==> src/hdl/udr_defs.svh <==
/*
  Offsets, field masks, reset values and timing counts of the USB dual-role
  event latch. Assumes a 125 MHz bus clock.
*/
`ifndef UDR_DEFS_SVH
`define UDR_DEFS_SVH

// ----------------------------------------------------------------------
// register indices (byte address is four times the index)
// ----------------------------------------------------------------------
`define UDR_IDX_STATUS 10'h378
`define UDR_IDX_LATCH_SET 10'h37C
`define UDR_IDX_LATCH_CLR 10'h37E
`define UDR_IDX_FALL_SET 10'h380
`define UDR_IDX_FALL_CLR 10'h382
`define UDR_IDX_RISE_SET 10'h384
`define UDR_IDX_RISE_CLR 10'h386

// ----------------------------------------------------------------------
// implemented bits and reset values
// ----------------------------------------------------------------------
`define UDR_STATUS_MASK 16'h019F
`define UDR_LATCH_MASK 16'h03FF
`define UDR_FALL_MASK 16'h019B
`define UDR_RISE_MASK 16'h03FF
`define UDR_LATCH_RST 16'h0000
`define UDR_FALL_RST 16'h0000
`define UDR_RISE_RST 16'h0000

// ----------------------------------------------------------------------
// event bit positions
// ----------------------------------------------------------------------
`define UDR_BIT_VBUS 0
`define UDR_BIT_SESS_VLD 1
`define UDR_BIT_DPLUS_SESSION_REQUEST_FLAG 2
`define UDR_BIT_ID 3
`define UDR_BIT_REMOTE_CONNECT_FLAG 4
`define UDR_BIT_RESUME 5
`define UDR_BIT_PEER_DROP 6
`define UDR_BIT_SESS_END 7
`define UDR_BIT_LONG_SE0 8
`define UDR_BIT_TIMER 9

// ----------------------------------------------------------------------
// timing
// ----------------------------------------------------------------------
`define UDR_CLK_PERIOD_NS 8
`define UDR_SE0_MIN_MS 2
`define UDR_SE0_MIN_CYC \
  ((`UDR_SE0_MIN_MS * 1000000 + `UDR_CLK_PERIOD_NS - 1) / `UDR_CLK_PERIOD_NS)

`endif

==> src/hdl/udr_pkg.sv <==
/*
  Types of the USB dual-role event latch: source bundles and bus phases.
  Assumes nothing beyond a SystemVerilog compiler.
*/
package udr_pkg;

  // levels from pins and comparators, asynchronous to hclk
  typedef struct packed {
    logic session_end_flag;
    logic remote_connect_flag;
    logic role_ident_pin;
    logic dplus_session_request_flag;
    logic session_valid_flag;
    logic bus_power_valid_flag;
    logic line_se0;
    logic b_idle;
  } udr_lvl_s;

  // one-cycle events from logic on hclk
  typedef struct packed {
    logic peer_drop_reconnect_event;
    logic jk_resume_flag;
    logic role_timer_expired_flag;
  } udr_pulse_s;

  typedef enum logic [1:0] {
    UDR_PH_IDLE,
    UDR_PH_WRITE,
    UDR_PH_READ,
    UDR_PH_RDATA
  } udr_phase_e;

endpackage

==> src/hdl/udr_event_latch.sv <==
/*
  USB dual-role event latch: live status, edge-enabled sticky latch,
  fall and rise enable registers, AHB-Lite slave.
  Assumes one hclk domain; level sources are asynchronous, pulse sources
  are single-cycle on hclk; only whole-word single transfers.
*/
// The AHB-Lite slave port is this design's own decision.
// Function
// - read-only 16-bit live status at 0x378
// - status bit 0 is bus-power valid
// - status bit 3 is role ident level
// - bit 8 flags 2 ms idle SE0
// - bit 1 is session valid
// - status levels live after reset, others zero
// - latch at set/clear 0x37C/0x37E, resets zero
// - hardware sets latch only on enabled edge direction
// - latch bit 6 on peer drop-reconnect
// - latch bit 3 on enabled ident change
// - latch bit 0 on enabled bus-power change
// - bit 2 shows D+ driven during request
// - fall enable at 0x380/0x382, resets zero
// - fall bit 8 fires on long SE0 exit
// - fall bit 7 fires on session end leaving
// - fall bit 4 fires on remote connect loss
// - fall bit 3 fires on ident falling
// - fall bit 1 fires on session valid loss
// - fall bit 0 fires on bus-power falling
// - rise enable at 0x384/0x386, bits 0-9, for rising edges
// - latch bit 9 on enabled timer expiry
`timescale 1ns/100ps
`default_nettype none
`include "udr_defs.svh"

module udr_event_latch #(
  parameter int SE0_MIN_CYCLES = `UDR_SE0_MIN_CYC
) (
  input wire logic hclk,
  input wire logic hresetn,
  input wire logic hsel,
  input wire logic [31:0] haddr,
  input wire logic [1:0] htrans,
  input wire logic hwrite,
  input wire logic [2:0] hsize,
  input wire logic [31:0] hwdata,
  input wire logic hready,
  output logic hreadyout,
  output logic hresp,
  output logic [31:0] hrdata,
  input wire udr_pkg::udr_lvl_s lvl_in,
  input wire udr_pkg::udr_pulse_s pulse_in,
  output logic event_irq
);
  import udr_pkg::*;

  // ----------------------------------------------------------------------
  // elaboration checks
  // ----------------------------------------------------------------------
  generate
    if (SE0_MIN_CYCLES < 1)
    begin : g_bad_se0
      $error("SE0_MIN_CYCLES must be at least 1");
    end
  endgenerate

  localparam int CNT_W = $clog2(SE0_MIN_CYCLES + 1);
  localparam logic [CNT_W-1:0] SE0_LIM = CNT_W'(SE0_MIN_CYCLES);

  // ----------------------------------------------------------------------
  // declarations
  // ----------------------------------------------------------------------
  udr_lvl_s lvl_s1_r;
  udr_lvl_s lvl_s2_r;
  udr_phase_e phase_r;
  udr_phase_e phase_nxt;
  logic [9:0] idx_r;
  logic ok_r;
  logic [31:0] hrdata_r;
  logic [15:0] latch_r;
  logic [15:0] latch_nxt;
  logic [15:0] fall_r;
  logic [15:0] fall_nxt;
  logic [15:0] rise_r;
  logic [15:0] rise_nxt;
  logic [9:0] prev_r;
  logic [2:0] arm_r;
  logic [CNT_W-1:0] se0_cnt_r;
  logic [CNT_W-1:0] se0_cnt_nxt;
  logic irq_r;
  wire logic accept;
  wire logic wr;
  wire logic [15:0] wdat;
  wire logic wr_latch_set;
  wire logic wr_latch_clr;
  wire logic wr_fall_set;
  wire logic wr_fall_clr;
  wire logic wr_rise_set;
  wire logic wr_rise_clr;
  wire logic long_se0;
  wire logic [9:0] cur;
  wire logic [9:0] hw_set;
  wire logic [15:0] status;
  wire logic [15:0] rd_val;

  // ----------------------------------------------------------------------
  // input synchronisers
  // ----------------------------------------------------------------------
  always_ff @(posedge hclk or negedge hresetn)
  begin
    if (!hresetn)
    begin
      lvl_s1_r <= '0;
      lvl_s2_r <= '0;
    end
    else
    begin
      lvl_s1_r <= lvl_in;
      lvl_s2_r <= lvl_s1_r;
    end
  end

  // ----------------------------------------------------------------------
  // long SE0 detector
  // ----------------------------------------------------------------------
  // counts only in B-idle; any break in SE0 restarts the count, so the
  // flag falls the cycle after SE0 ends and that fall is the exit event
  assign se0_cnt_nxt = !lvl_s2_r.line_se0 ? '0 :
                       (lvl_s2_r.b_idle && se0_cnt_r != SE0_LIM) ?
                       se0_cnt_r + 1'b1 : se0_cnt_r;
  assign long_se0 = (se0_cnt_r == SE0_LIM);

  always_ff @(posedge hclk or negedge hresetn)
  begin
    if (!hresetn)
      se0_cnt_r <= '0;
    else
      se0_cnt_r <= se0_cnt_nxt;
  end

  // ----------------------------------------------------------------------
  // live status
  // ----------------------------------------------------------------------
  // levels come straight from the synchronisers, so after reset they
  // follow the live conditions once two edges have passed
  assign status = {7'h00,
                   long_se0,
                   lvl_s2_r.session_end_flag,
                   2'b00,
                   lvl_s2_r.remote_connect_flag,
                   lvl_s2_r.role_ident_pin,
                   lvl_s2_r.dplus_session_request_flag,
                   lvl_s2_r.session_valid_flag,
                   lvl_s2_r.bus_power_valid_flag};

  // ----------------------------------------------------------------------
  // event sources and edge detection
  // ----------------------------------------------------------------------
  // pulse sources look like one-cycle levels: their rise is the event and
  // their fall enables are not implemented
  assign cur[`UDR_BIT_VBUS] = lvl_s2_r.bus_power_valid_flag;
  assign cur[`UDR_BIT_SESS_VLD] = lvl_s2_r.session_valid_flag;
  assign cur[`UDR_BIT_DPLUS_SESSION_REQUEST_FLAG] = lvl_s2_r.dplus_session_request_flag;
  assign cur[`UDR_BIT_ID] = lvl_s2_r.role_ident_pin;
  assign cur[`UDR_BIT_REMOTE_CONNECT_FLAG] = lvl_s2_r.remote_connect_flag;
  assign cur[`UDR_BIT_RESUME] = pulse_in.jk_resume_flag;
  assign cur[`UDR_BIT_PEER_DROP] = pulse_in.peer_drop_reconnect_event;
  assign cur[`UDR_BIT_SESS_END] = lvl_s2_r.session_end_flag;
  assign cur[`UDR_BIT_LONG_SE0] = long_se0;
  assign cur[`UDR_BIT_TIMER] = pulse_in.role_timer_expired_flag;

  // edges are held off until the synchronisers carry real levels, or the
  // first live high after reset would look like a rising edge
  genvar gi;
  generate
    for (gi = 0; gi < 10; gi++)
    begin : g_edge
      assign hw_set[gi] = arm_r[2] &&
        ((cur[gi] && !prev_r[gi] && rise_r[gi]) ||
         (!cur[gi] && prev_r[gi] && fall_r[gi]));
    end
  endgenerate

  always_ff @(posedge hclk or negedge hresetn)
  begin
    if (!hresetn)
    begin
      prev_r <= '0;
      arm_r <= '0;
    end
    else
    begin
      prev_r <= cur;
      arm_r <= {arm_r[1:0], 1'b1};
    end
  end

  // ----------------------------------------------------------------------
  // AHB-Lite address and data phase
  // ----------------------------------------------------------------------
  assign accept = hsel && hready && htrans[1];

  always_comb
  begin
    if (accept)
      phase_nxt = hwrite ? UDR_PH_WRITE : UDR_PH_READ;
    else if (phase_r == UDR_PH_READ)
      phase_nxt = UDR_PH_RDATA;
    else if (phase_r == UDR_PH_RDATA || phase_r == UDR_PH_WRITE)
      phase_nxt = UDR_PH_IDLE;
    else
      phase_nxt = phase_r;
  end

  // a read waits one cycle so that a write just before it is seen
  assign hreadyout = (phase_r != UDR_PH_READ);
  assign hresp = 1'b0;
  assign hrdata = hrdata_r;

  always_ff @(posedge hclk or negedge hresetn)
  begin
    if (!hresetn)
    begin
      phase_r <= UDR_PH_IDLE;
      idx_r <= '0;
      ok_r <= 1'b0;
    end
    else
    begin
      phase_r <= phase_nxt;
      if (accept)
      begin
        idx_r <= haddr[11:2];
        ok_r <= (haddr[31:12] == 20'h00000) && (haddr[1:0] == 2'b00);
      end
    end
  end

  // ----------------------------------------------------------------------
  // register decode
  // ----------------------------------------------------------------------
  assign wr = (phase_r == UDR_PH_WRITE) && ok_r;
  assign wdat = hwdata[15:0];
  assign wr_latch_set = wr && (idx_r == `UDR_IDX_LATCH_SET);
  assign wr_latch_clr = wr && (idx_r == `UDR_IDX_LATCH_CLR);
  assign wr_fall_set = wr && (idx_r == `UDR_IDX_FALL_SET);
  assign wr_fall_clr = wr && (idx_r == `UDR_IDX_FALL_CLR);
  assign wr_rise_set = wr && (idx_r == `UDR_IDX_RISE_SET);
  assign wr_rise_clr = wr && (idx_r == `UDR_IDX_RISE_CLR);

  // a hardware event in the same cycle as a clear write wins
  assign latch_nxt = (((latch_r | (wr_latch_set ? wdat : 16'h0000)) &
                       ~(wr_latch_clr ? wdat : 16'h0000)) |
                      {6'h00, hw_set}) & `UDR_LATCH_MASK;
  assign fall_nxt = (fall_r | (wr_fall_set ? wdat : 16'h0000)) &
                    ~(wr_fall_clr ? wdat : 16'h0000) &
                    `UDR_FALL_MASK;
  assign rise_nxt = (rise_r | (wr_rise_set ? wdat : 16'h0000)) &
                    ~(wr_rise_clr ? wdat : 16'h0000) &
                    `UDR_RISE_MASK;

  // unmapped and misaligned addresses read zero and ignore writes
  assign rd_val = !ok_r ? 16'h0000 :
    (idx_r == `UDR_IDX_STATUS) ? (status & `UDR_STATUS_MASK) :
    (idx_r == `UDR_IDX_LATCH_SET || idx_r == `UDR_IDX_LATCH_CLR) ?
      latch_r :
    (idx_r == `UDR_IDX_FALL_SET || idx_r == `UDR_IDX_FALL_CLR) ?
      fall_r :
    (idx_r == `UDR_IDX_RISE_SET || idx_r == `UDR_IDX_RISE_CLR) ?
      rise_r : 16'h0000;

  // ----------------------------------------------------------------------
  // registers
  // ----------------------------------------------------------------------
  always_ff @(posedge hclk or negedge hresetn)
  begin
    if (!hresetn)
    begin
      latch_r <= `UDR_LATCH_RST;
      fall_r <= `UDR_FALL_RST;
      rise_r <= `UDR_RISE_RST;
      irq_r <= 1'b0;
      hrdata_r <= '0;
    end
    else
    begin
      latch_r <= latch_nxt;
      fall_r <= fall_nxt;
      rise_r <= rise_nxt;
      irq_r <= |latch_nxt;
      if (phase_r == UDR_PH_READ)
        hrdata_r <= {16'h0000, rd_val};
    end
  end

  // fall bits 0,1,3,4,7,8 act through g_edge on falling source levels:
  // bus power session valid ident
  // remote connect session end leaving and
  // long SE0 ending ident changes land in bit 3
  // bus power changes in bit 0 timer expiry in bit 9
  assign event_irq = irq_r;

endmodule
`default_nettype wire

==> config.mk <==
export PLATFORM = sky130hd
export DESIGN_NAME = udr_event_latch
export DESIGN_NICKNAME = d
export VERILOG_FILES = /design/src/hdl/udr_pkg.sv /design/src/hdl/udr_event_latch.sv
export VERILOG_INCLUDE_DIRS = /design/src /design/src/hdl
export SDC_FILE = /design/constraint.sdc
export NUM_CORES = 1
export LEC_CHECK = 0
export ABC_AREA = 0
export ABC_CLOCK_PERIOD_IN_PS = 2950
export BUFFER_PORTS_ARGS = -buffer_cell sky130_fd_sc_hd__clkbuf_2
export CAP_MARGIN = 25
export CORE_MARGIN = 1.5
export CORE_UTILIZATION = 45
export CTS_CLUSTER_DIAMETER = 100
export CTS_CLUSTER_SIZE = 8
export DETAILED_ROUTE_END_ITERATION = 16
export GPL_TIMING_DRIVEN = 1
export PLACE_DENSITY = 0.73
export SLEW_MARGIN = 15
export SYNTH_ARGS = -nofsm -noshare
export SYNTH_HDL_FRONTEND = slang
export SYNTH_SLANG_ARGS = --single-unit
==> constraint.sdc <==
create_clock -name hclk -period 2.95 [get_ports hclk]
set_input_delay 0.4425 -clock hclk [delete_from_list [all_inputs] [get_ports hclk]]
set_output_delay 0.4425 -clock hclk [all_outputs]
set_load 0.05 [all_outputs]
==> results of run 1 <==
[report_power, final]
group,switching [mW],internal [mW],leakage (nW)
Clock,0.475,0.562,0.115
Combinational,0.188,0.100,0.937
Sequential,0.0757,1.38,1.22
Total,0.739,2.05,2.27
[cell usage in the layout, fill, tap and decap left out, drive strengths merged, types with 4 or more instances in the layout]
cell type  instances
nand3             10
nand2             21
inv               15
nor4              11
a221oi             6
nand4              8
xnor2             12
nand4b             5
buf                6
clkbuf            78
nor2              13
dfrtp             97
nand3b            12
and3b             10
o21ai             29
mux2              10
o41ai              8
nor2b              4
conb              24
o311ai             8
a21oi             38
and2              15
[path summary, 6_finish.rpt]
| check | cells after the start | endpoint | startpoint |
|---|---|---|---|
| min in group hclk | 1 | lvl_s1_r[1] | lvl_in[1] |
| hold / removal | 1 | phase_r[1] | hresetn |
| setup / recovery | 5 | event_irq | idx_r[2] |
| hold reg to reg | 0 | cur[3] | lvl_s1_r[5] |
| max in group asynchronous | 2 | hrdata[0] | hresetn |
| setup reg to reg | 5 | event_irq | idx_r[2] |
[sequential cells by signal, summed over array words and instances (netlist names)]
name       flops
arm_r          3
cur            6
event_irq      1
fall_r         6
hrdata        10
idx_r         10
latch_r       10
lvl_s1_r       8
lvl_s2_r       2
ok_r           1
phase_r        2
prev_r        10
rise_r        10
se0_cnt_r     18
[routing by layer]
metal	up-vias	part of all wire [%]	track usage [%]
met3	18	6.9	5.83
met4	0	2.0	8.85
li1	1576	-	-
met1	1634	41	25.4
met5	-	0	0
met2	107	50	33.3
[logic make-up after synthesis]
kind of cell	Yosys count	share of synthesized area, %
buffers and inverters	51	6.37
AO/OA/AOI/OAI	99	13.6
AND/OR/NAND/NOR	130	19.0
multiplexers	12	2.97
adder cells (fa/ha/maj)	2	0.561
flip-flops	97	54.4
other	2	0.168
XOR/XNOR	15	2.95
[critical path, stage by stage, from the launching register on]
cell       delay, ns
dfrtp_1         0.75
nand2b_1        0.17
or4_1           0.64
o311ai_1        0.47
a2111oi_0       0.13
nand4b_1        0.11
[cell type report]
class / instances / share of cell area, %
sequential: 97 / 47.4
multi-input combinational: 282 / 35.7
timing repair buffer: 75 / 7.86
tap: 133 / 3.25
clock buffer: 9 / 2.42
clock inverter: 7 / 2.32
inverter: 15 / 1.10
==> flow_metrics.tcl, run 1 <==
set metrics [dict create \
    status "finished, final reports clean" \
    synthFlopType "dfrtp_1" \
    antenna_cells 0 \
    start_kind "flop" \
    multi_input_area_um2 1830 \
    coreArea_um2 9680 \
    globalplace.congestion 0.831 \
    wl_per_cell_um 16.0 \
    setup_slack_ns 0.625 \
    rrSetupSlack_ns 0.63 \
    grt_usage_pct 20.4 \
    ios 120 \
    synth_most_common_cell "dfrtp_1" \
    seq_area_um2 2430 \
    hold_viol 0 \
    syn-cell-area_um2 4460 \
    max_slew.worst_pin.slew_ns 0.813 \
    grt_pass1_vias 3392 \
    worstSkewPairLatency_ns 0.38 \
    cts_resized 0 \
    ys_ff_latch 97 \
    grt_pass1_wl_um 16100 \
    setup-violations-final 0 \
    grt_setup_unrepaired "false" \
    cts_setup_buffers 0 \
    end_kind "flop" \
    die_w_um 103 \
    fin_nets 567 \
    synth_commonest_cells "dfrtp_1 (97), a21oi_1 (38), buf_4 (23)" \
    slew_violations 0 \
    min_period_ns 2.32 \
    hold_class "primary input to asynchronous set/reset pin" \
    synth.yosys.seq_area_share_pct 54.4 \
    synth.distinct_cells 49 \
    crit_fanout 19 \
    fmax_mhz 430 \
    ir_worst_vdd_v 0.000258 \
    syn_inst 408 \
    finalNonFillerCells 618 \
    synth.largest_area_cell "dfrtp_1" \
    synthArstFlopShare_pct 100 \
    drt_first_pass_iters 5 \
    area_growth_pct 15.0 \
    first_iter_violations 201 \
    die_h_um 103 \
    clockBufferDepth 2 \
    drive_above_1_share_pct 22.1 \
    cts_made_buffers 9 \
    grt_max_degree 58 \
    clkSinkCount 97 \
    worstPathRequired_ns 3.27 \
    drv_cap 0 \
    cp.arrival_ns 2.64 \
    powerDensity_nw_per_um2 543 \
    path_clk_slew_ns 0.10 \
    routed_wl_um 9890 \
    grt-ovfl-total 0 \
    fin_util_pct 52.9 \
    vias 3335 \
    antenna_left 0 \
    hold_buffers 0 \
    slew_headroom_pct 45.4 \
    power_mw 2.78 \
    pre_cts_ws_ns 0.709 \
    cts_tree "done" \
    synthTopCellsByArea "dfrtp_1 (54%), a21oi_1 (4.3%), buf_4 (3.9%), mux2_2 (2.5%), xnor2_1 (2.4%)" \
    htreeDepth 3 \
    port_buffers 70 \
    fin_skew_ns 0.0112 \
    holdWs_ns 0.0357 \
    post-route-period-util_pct 78.8 \
    rows 36 \
    synth-edff-count 0 \
    dp.cells 602 \
    synth_top_cell_area_share_pct 54.4 \
    dieArea_um2 10500 \
    fillers 829 \
    worstSetupPathType "flop to flop" \
    floorplan.initialDensity_pct 46.0 \
    dp_hpwl_um 6850 \
    root_buffer "clkbuf_8" \
    antenna_found_initial 0 \
    vias_per_cell 5.40 \
    final_cell_area_um2 5130 \
    fin_setup_tns_ns 0 \
    postPlaceCellArea_um2 4880 \
    route.detailed.drc 0 \
    ys_warn_count 0 \
    avgSynthCellArea_um2 10.9 \
    power.leakage_nw 2.27 \
]
No activity file was read; power rests on OpenSTA's default activity.
==> inputs of run 2 (changes only) <==
Settings changed: ABC_CLOCK_PERIOD_IN_PS 2950 to 2050, PLACE_DENSITY 0.73 to 0.76.
Clock period 2.95 ns to 2.05 ns, I/O delays scaled along.
==> flow_metrics.tcl, run 2 (synthesis results as in run 1) <==
set metrics [dict create \
    status "finished, final reports clean" \
    max_slew.worst_pin.slew_ns 0.528 \
    cts_tree "done" \
    floorplan.initialDensity_pct 46.0 \
    slew_headroom_pct 64.5 \
    hold_class "primary input to flop" \
    largest_reg_flops 18 \
    holdWs_ns 0.0330 \
    cts_made_buffers 9 \
    die_w_um 103 \
    drive_above_1_share_pct 28.1 \
    grt-ovfl-total 0 \
    fin_setup_tns_ns 0 \
    fmax_mhz 491 \
    layout_common_cells "dfrtp_1 (97), clkbuf_2 (69), a21oi_1 (38), buf_4 (38), conb_1 (24)" \
    grt_usage_pct 21.2 \
    routed_wl_um 10400 \
    cp.arrival_ns 2.34 \
    min_period_ns 2.04 \
    start_kind "flop" \
    power_mw 3.96 \
    htreeDepth 3 \
    postPlaceCellArea_um2 5140 \
    hold_viol 0 \
    dp_hpwl_um 7490 \
    antenna_found_initial 0 \
    wl_per_cell_um 15.9 \
    worstSkewPairLatency_ns 0.37 \
    post-route-period-util_pct 99.3 \
    path_clk_slew_ns 0.09 \
    powerDensity_nw_per_um2 732 \
    slew_violations 0 \
    rows 36 \
    coreArea_um2 9680 \
    vias 3485 \
    grt_pass1_wl_um 16700 \
    route.detailed.drc 0 \
    antenna_left 0 \
    vias_per_cell 5.34 \
    drt_first_pass_iters 4 \
    grt_pass1_vias 3509 \
    fin_skew_ns 0.00734 \
    dieArea_um2 10500 \
    first_iter_violations 145 \
    ios 120 \
    area_growth_pct 21.3 \
    root_buffer "clkbuf_8" \
    drv_cap 0 \
    ir_worst_vdd_v 0.000290 \
    worstSetupPathType "flop to flop" \
    final_cell_area_um2 5410 \
    final_common_cell "dfrtp_1" \
    fin_nets 602 \
    end_kind "flop" \
    setup_slack_ns 0.0144 \
    pre_cts_ws_ns -0.0112 \
    clockBufferDepth 2 \
    grt_setup_unrepaired "true" \
    grt_max_degree 37 \
    power.leakage_nw 2.43 \
    globalplace.congestion 0.873 \
    die_h_um 103 \
    setup-violations-final 0 \
    worstPathRequired_ns 2.36 \
    largest-register "se0_cnt_r" \
    crit_fanout 5 \
    antenna_cells 0 \
    port_buffers 70 \
    clkSinkCount 97 \
]
[run 2: path summary, 6_finish.rpt]
check,from,slack [ns],cells after the start,to
worst min-delay path,lvl_in[5],0.03,1,lvl_s1_r[5]
max in group asynchronous,hresetn,0.89,3,se0_cnt_r[1]
min in group asynchronous,hresetn,0.42,2,latch_r[2]
worst max-delay path,phase_r[1],0.01,6,event_irq
worst max register to register,phase_r[1],0.01,6,event_irq
worst min register to register,lvl_s1_r[7],0.35,0,cur[7]
[run 2: what timing repair did]
item,CTS,global route
setup buffers,0,1
endpoints found under the setup margin,1,8
gates resized for setup,1,5
hold buffers,1,0
pin swaps,0,0
hold endpoints to repair,32,0
[run 2: layout make-up]
type | count | area [um2]
Fill cell | 831 | 4270
Sequential cell | 97 | 2430
Multi-Input combinational cell | 282 | 1860
Timing Repair Buffer | 110 | 681
Tap cell | 133 | 166
Clock buffer | 9 | 124
Clock inverter | 7 | 95.1
Inverter | 15 | 56.3
[run 2: metal layers]
layer / vias to the layer above / wire [um] / GRT usage [%]
li1: 1649 / - / -
met1: 1695 / 4250 / 25.1
met2: 122 / 5310 / 36.0
met3: 19 / 597 / 5.49
met4: 0 / 229 / 10.4
met5: - / 0 / 0
[run 2: critical path, cell delays in order (launching register included)]
cell and delay [ns]:
dfrtp_1 0.38, nand3b_1 0.22, or4_1 0.59, buf_4 0.19, o311ai_1 0.41, a2111oi_2 0.09
nand4b_1 0.10
[run 2: power by group]
| part | switching (mW) | internal [mW] |
|---|---|---|
| combinational | 0.329 | 0.210 |
| clock | 0.669 | 0.683 |
| sequential | 0.0793 | 1.99 |
[run 2: per-stage QoR]
stage	utilization [%]	instances
5_1_grt	55.9	653
6_report	55.9	653
3_3_place_gp	53.1	635
2_1_floorplan	-	430
3_5_place_dp	53.1	635
4_1_cts	55.5	652
==> inputs of run 3 (changes only) <==
Settings changed: SETUP_SLACK_MARGIN set to 0.4.
==> flow_metrics.tcl, run 3 (synthesis results as in run 1) <==
set metrics [dict create \
    globalplace.congestion 0.934 \
    root_buffer "clkbuf_8" \
    slew_headroom_pct 59.6 \
    grt_pass1_vias 3809 \
    setup_slack_ns 0.0668 \
    largest-register "se0_cnt_r" \
    rows 36 \
    coreArea_um2 9680 \
    postPlaceCellArea_um2 5110 \
    end_kind "flop" \
    post-route-period-util_pct 96.7 \
    fin_setup_tns_ns 0 \
    cts_tree "done" \
    finalNonFillerCells 682 \
    die_w_um 103 \
    largest_reg_flops 18 \
    fin_skew_ns 0.0183 \
    grt_setup_unrepaired "true" \
    grt_usage_pct 23.9 \
    start_kind "flop" \
    worstPathRequired_ns 2.34 \
    port_buffers 70 \
    ios 120 \
    drive_above_1_share_pct 45.0 \
    power_mw 4.35 \
    floorplan.initialDensity_pct 46.0 \
    max_slew.worst_pin.slew_ns 0.607 \
    dp_hpwl_um 7330 \
    final_common_cell "dfrtp_1" \
    antenna_cells 0 \
    htreeDepth 3 \
    fillers 671 \
    area_growth_pct 43.5 \
    min_period_ns 1.98 \
    power.leakage_nw 2.99 \
    clockBufferDepth 2 \
    route.detailed.drc 0 \
    dieArea_um2 10500 \
    fin_nets 631 \
    grt_max_degree 40 \
    hold_class "primary input to flop" \
    dp.cells 632 \
    path_clk_slew_ns 0.10 \
    cts_made_buffers 9 \
    hold_viol 0 \
    setup-violations-final 0 \
    first_iter_violations 211 \
    powerDensity_nw_per_um2 680 \
    worstSkewPairLatency_ns 0.38 \
    crit_fanout 6 \
    fmax_mhz 504 \
    fin_util_pct 66.1 \
    antenna_found_initial 0 \
    ir_worst_vdd_v 0.000665 \
    final_cell_area_um2 6400 \
    routed_wl_um 12900 \
    holdWs_ns 0.0383 \
    wl_per_cell_um 19.0 \
    grt_pass1_wl_um 18700 \
    die_h_um 103 \
    worstSetupPathType "flop to flop" \
    cp.arrival_ns 2.28 \
    grt-ovfl-total 0 \
    drv_cap 0 \
    slew_violations 0 \
    antenna_left 0 \
    pre_cts_ws_ns -0.0389 \
    vias 3867 \
    clkSinkCount 97 \
    layout_common_cells "dfrtp_1 (93), clkbuf_2 (68), buf_4 (45), conb_1 (24)" \
    status "finished, final reports clean" \
    vias_per_cell 5.67 \
    drt_first_pass_iters 5 \
]
==> run 3: changes by cell type in the layout (fill, tap and decap cells not counted), sizes merged <==
cell and delta:
buf +30, bufinv +1, clkinv +2, clkinvlp -4
==> run 3: final cells by class <==
type | count | area (um2) | share of cell area, %
multi-input cells | 282 | 2500 | 39.0
flip-flops and latches | 97 | 2430 | 38.0
repair buffers | 139 | 1000 | 15.7
well taps | 133 | 166 | 2.60
clock buffers | 10 | 138 | 2.15
clock inverters | 6 | 105 | 1.64
inverters | 15 | 56.3 | 0.880
==> run 3: worst max-delay path, stage by stage, from the launching register on <==
cell and delay [ns]:
dfrtp_2 0.46, buf_6 0.13, buf_6 0.10, nor4b_4 0.26
buf_4 0.19, nand3_4 0.07, nor4_4 0.29, buf_6 0.19
a21oi_2 0.07, a21oi_1 0.13
==> run 3: metal layers <==
layer | vias to the layer above | share of wire [%] | GRT usage, %
met4 | 0 | 4.2 | 13.2
li1 | 1720 | - | -
met1 | 1905 | 39 | 26.7
met3 | 54 | 5.9 | 7.12
met2 | 188 | 51 | 41.1
met5 | - | 0 | 0
==> run 3: final timing paths <==
path,startpoint,end,slack (ns),cells past startpoint
worst max register to register,idx_r[7],rise_r[2],0.07,9
worst max-delay path,idx_r[7],rise_r[2],0.07,9
min in group asynchronous,hresetn,latch_r[9],0.42,2
worst min-delay path,lvl_in[6],lvl_s1_r[6],0.04,1
max in group asynchronous,hresetn,se0_cnt_r[1],1.02,3
worst min register to register,lvl_s1_r[1],lvl_s2_r[1],0.35,0
==> run 3: what timing repair did <==
action,4_1_cts,5_1_grt
setup endpoints to repair,50,50
setup buffers,13,20
hold buffers,1,0
endpoints found under the hold margin,33,0
pin swaps,52,25
resized for setup,100,42
gates cloned,0,0
==> run 3: where the power goes <==
part / switching, mW / internal, mW / leakage (nW)
Sequential: 0.0991 / 1.99 / 1.21
Clock: 0.650 / 0.837 / 0.126
Combinational: 0.454 / 0.317 / 1.65
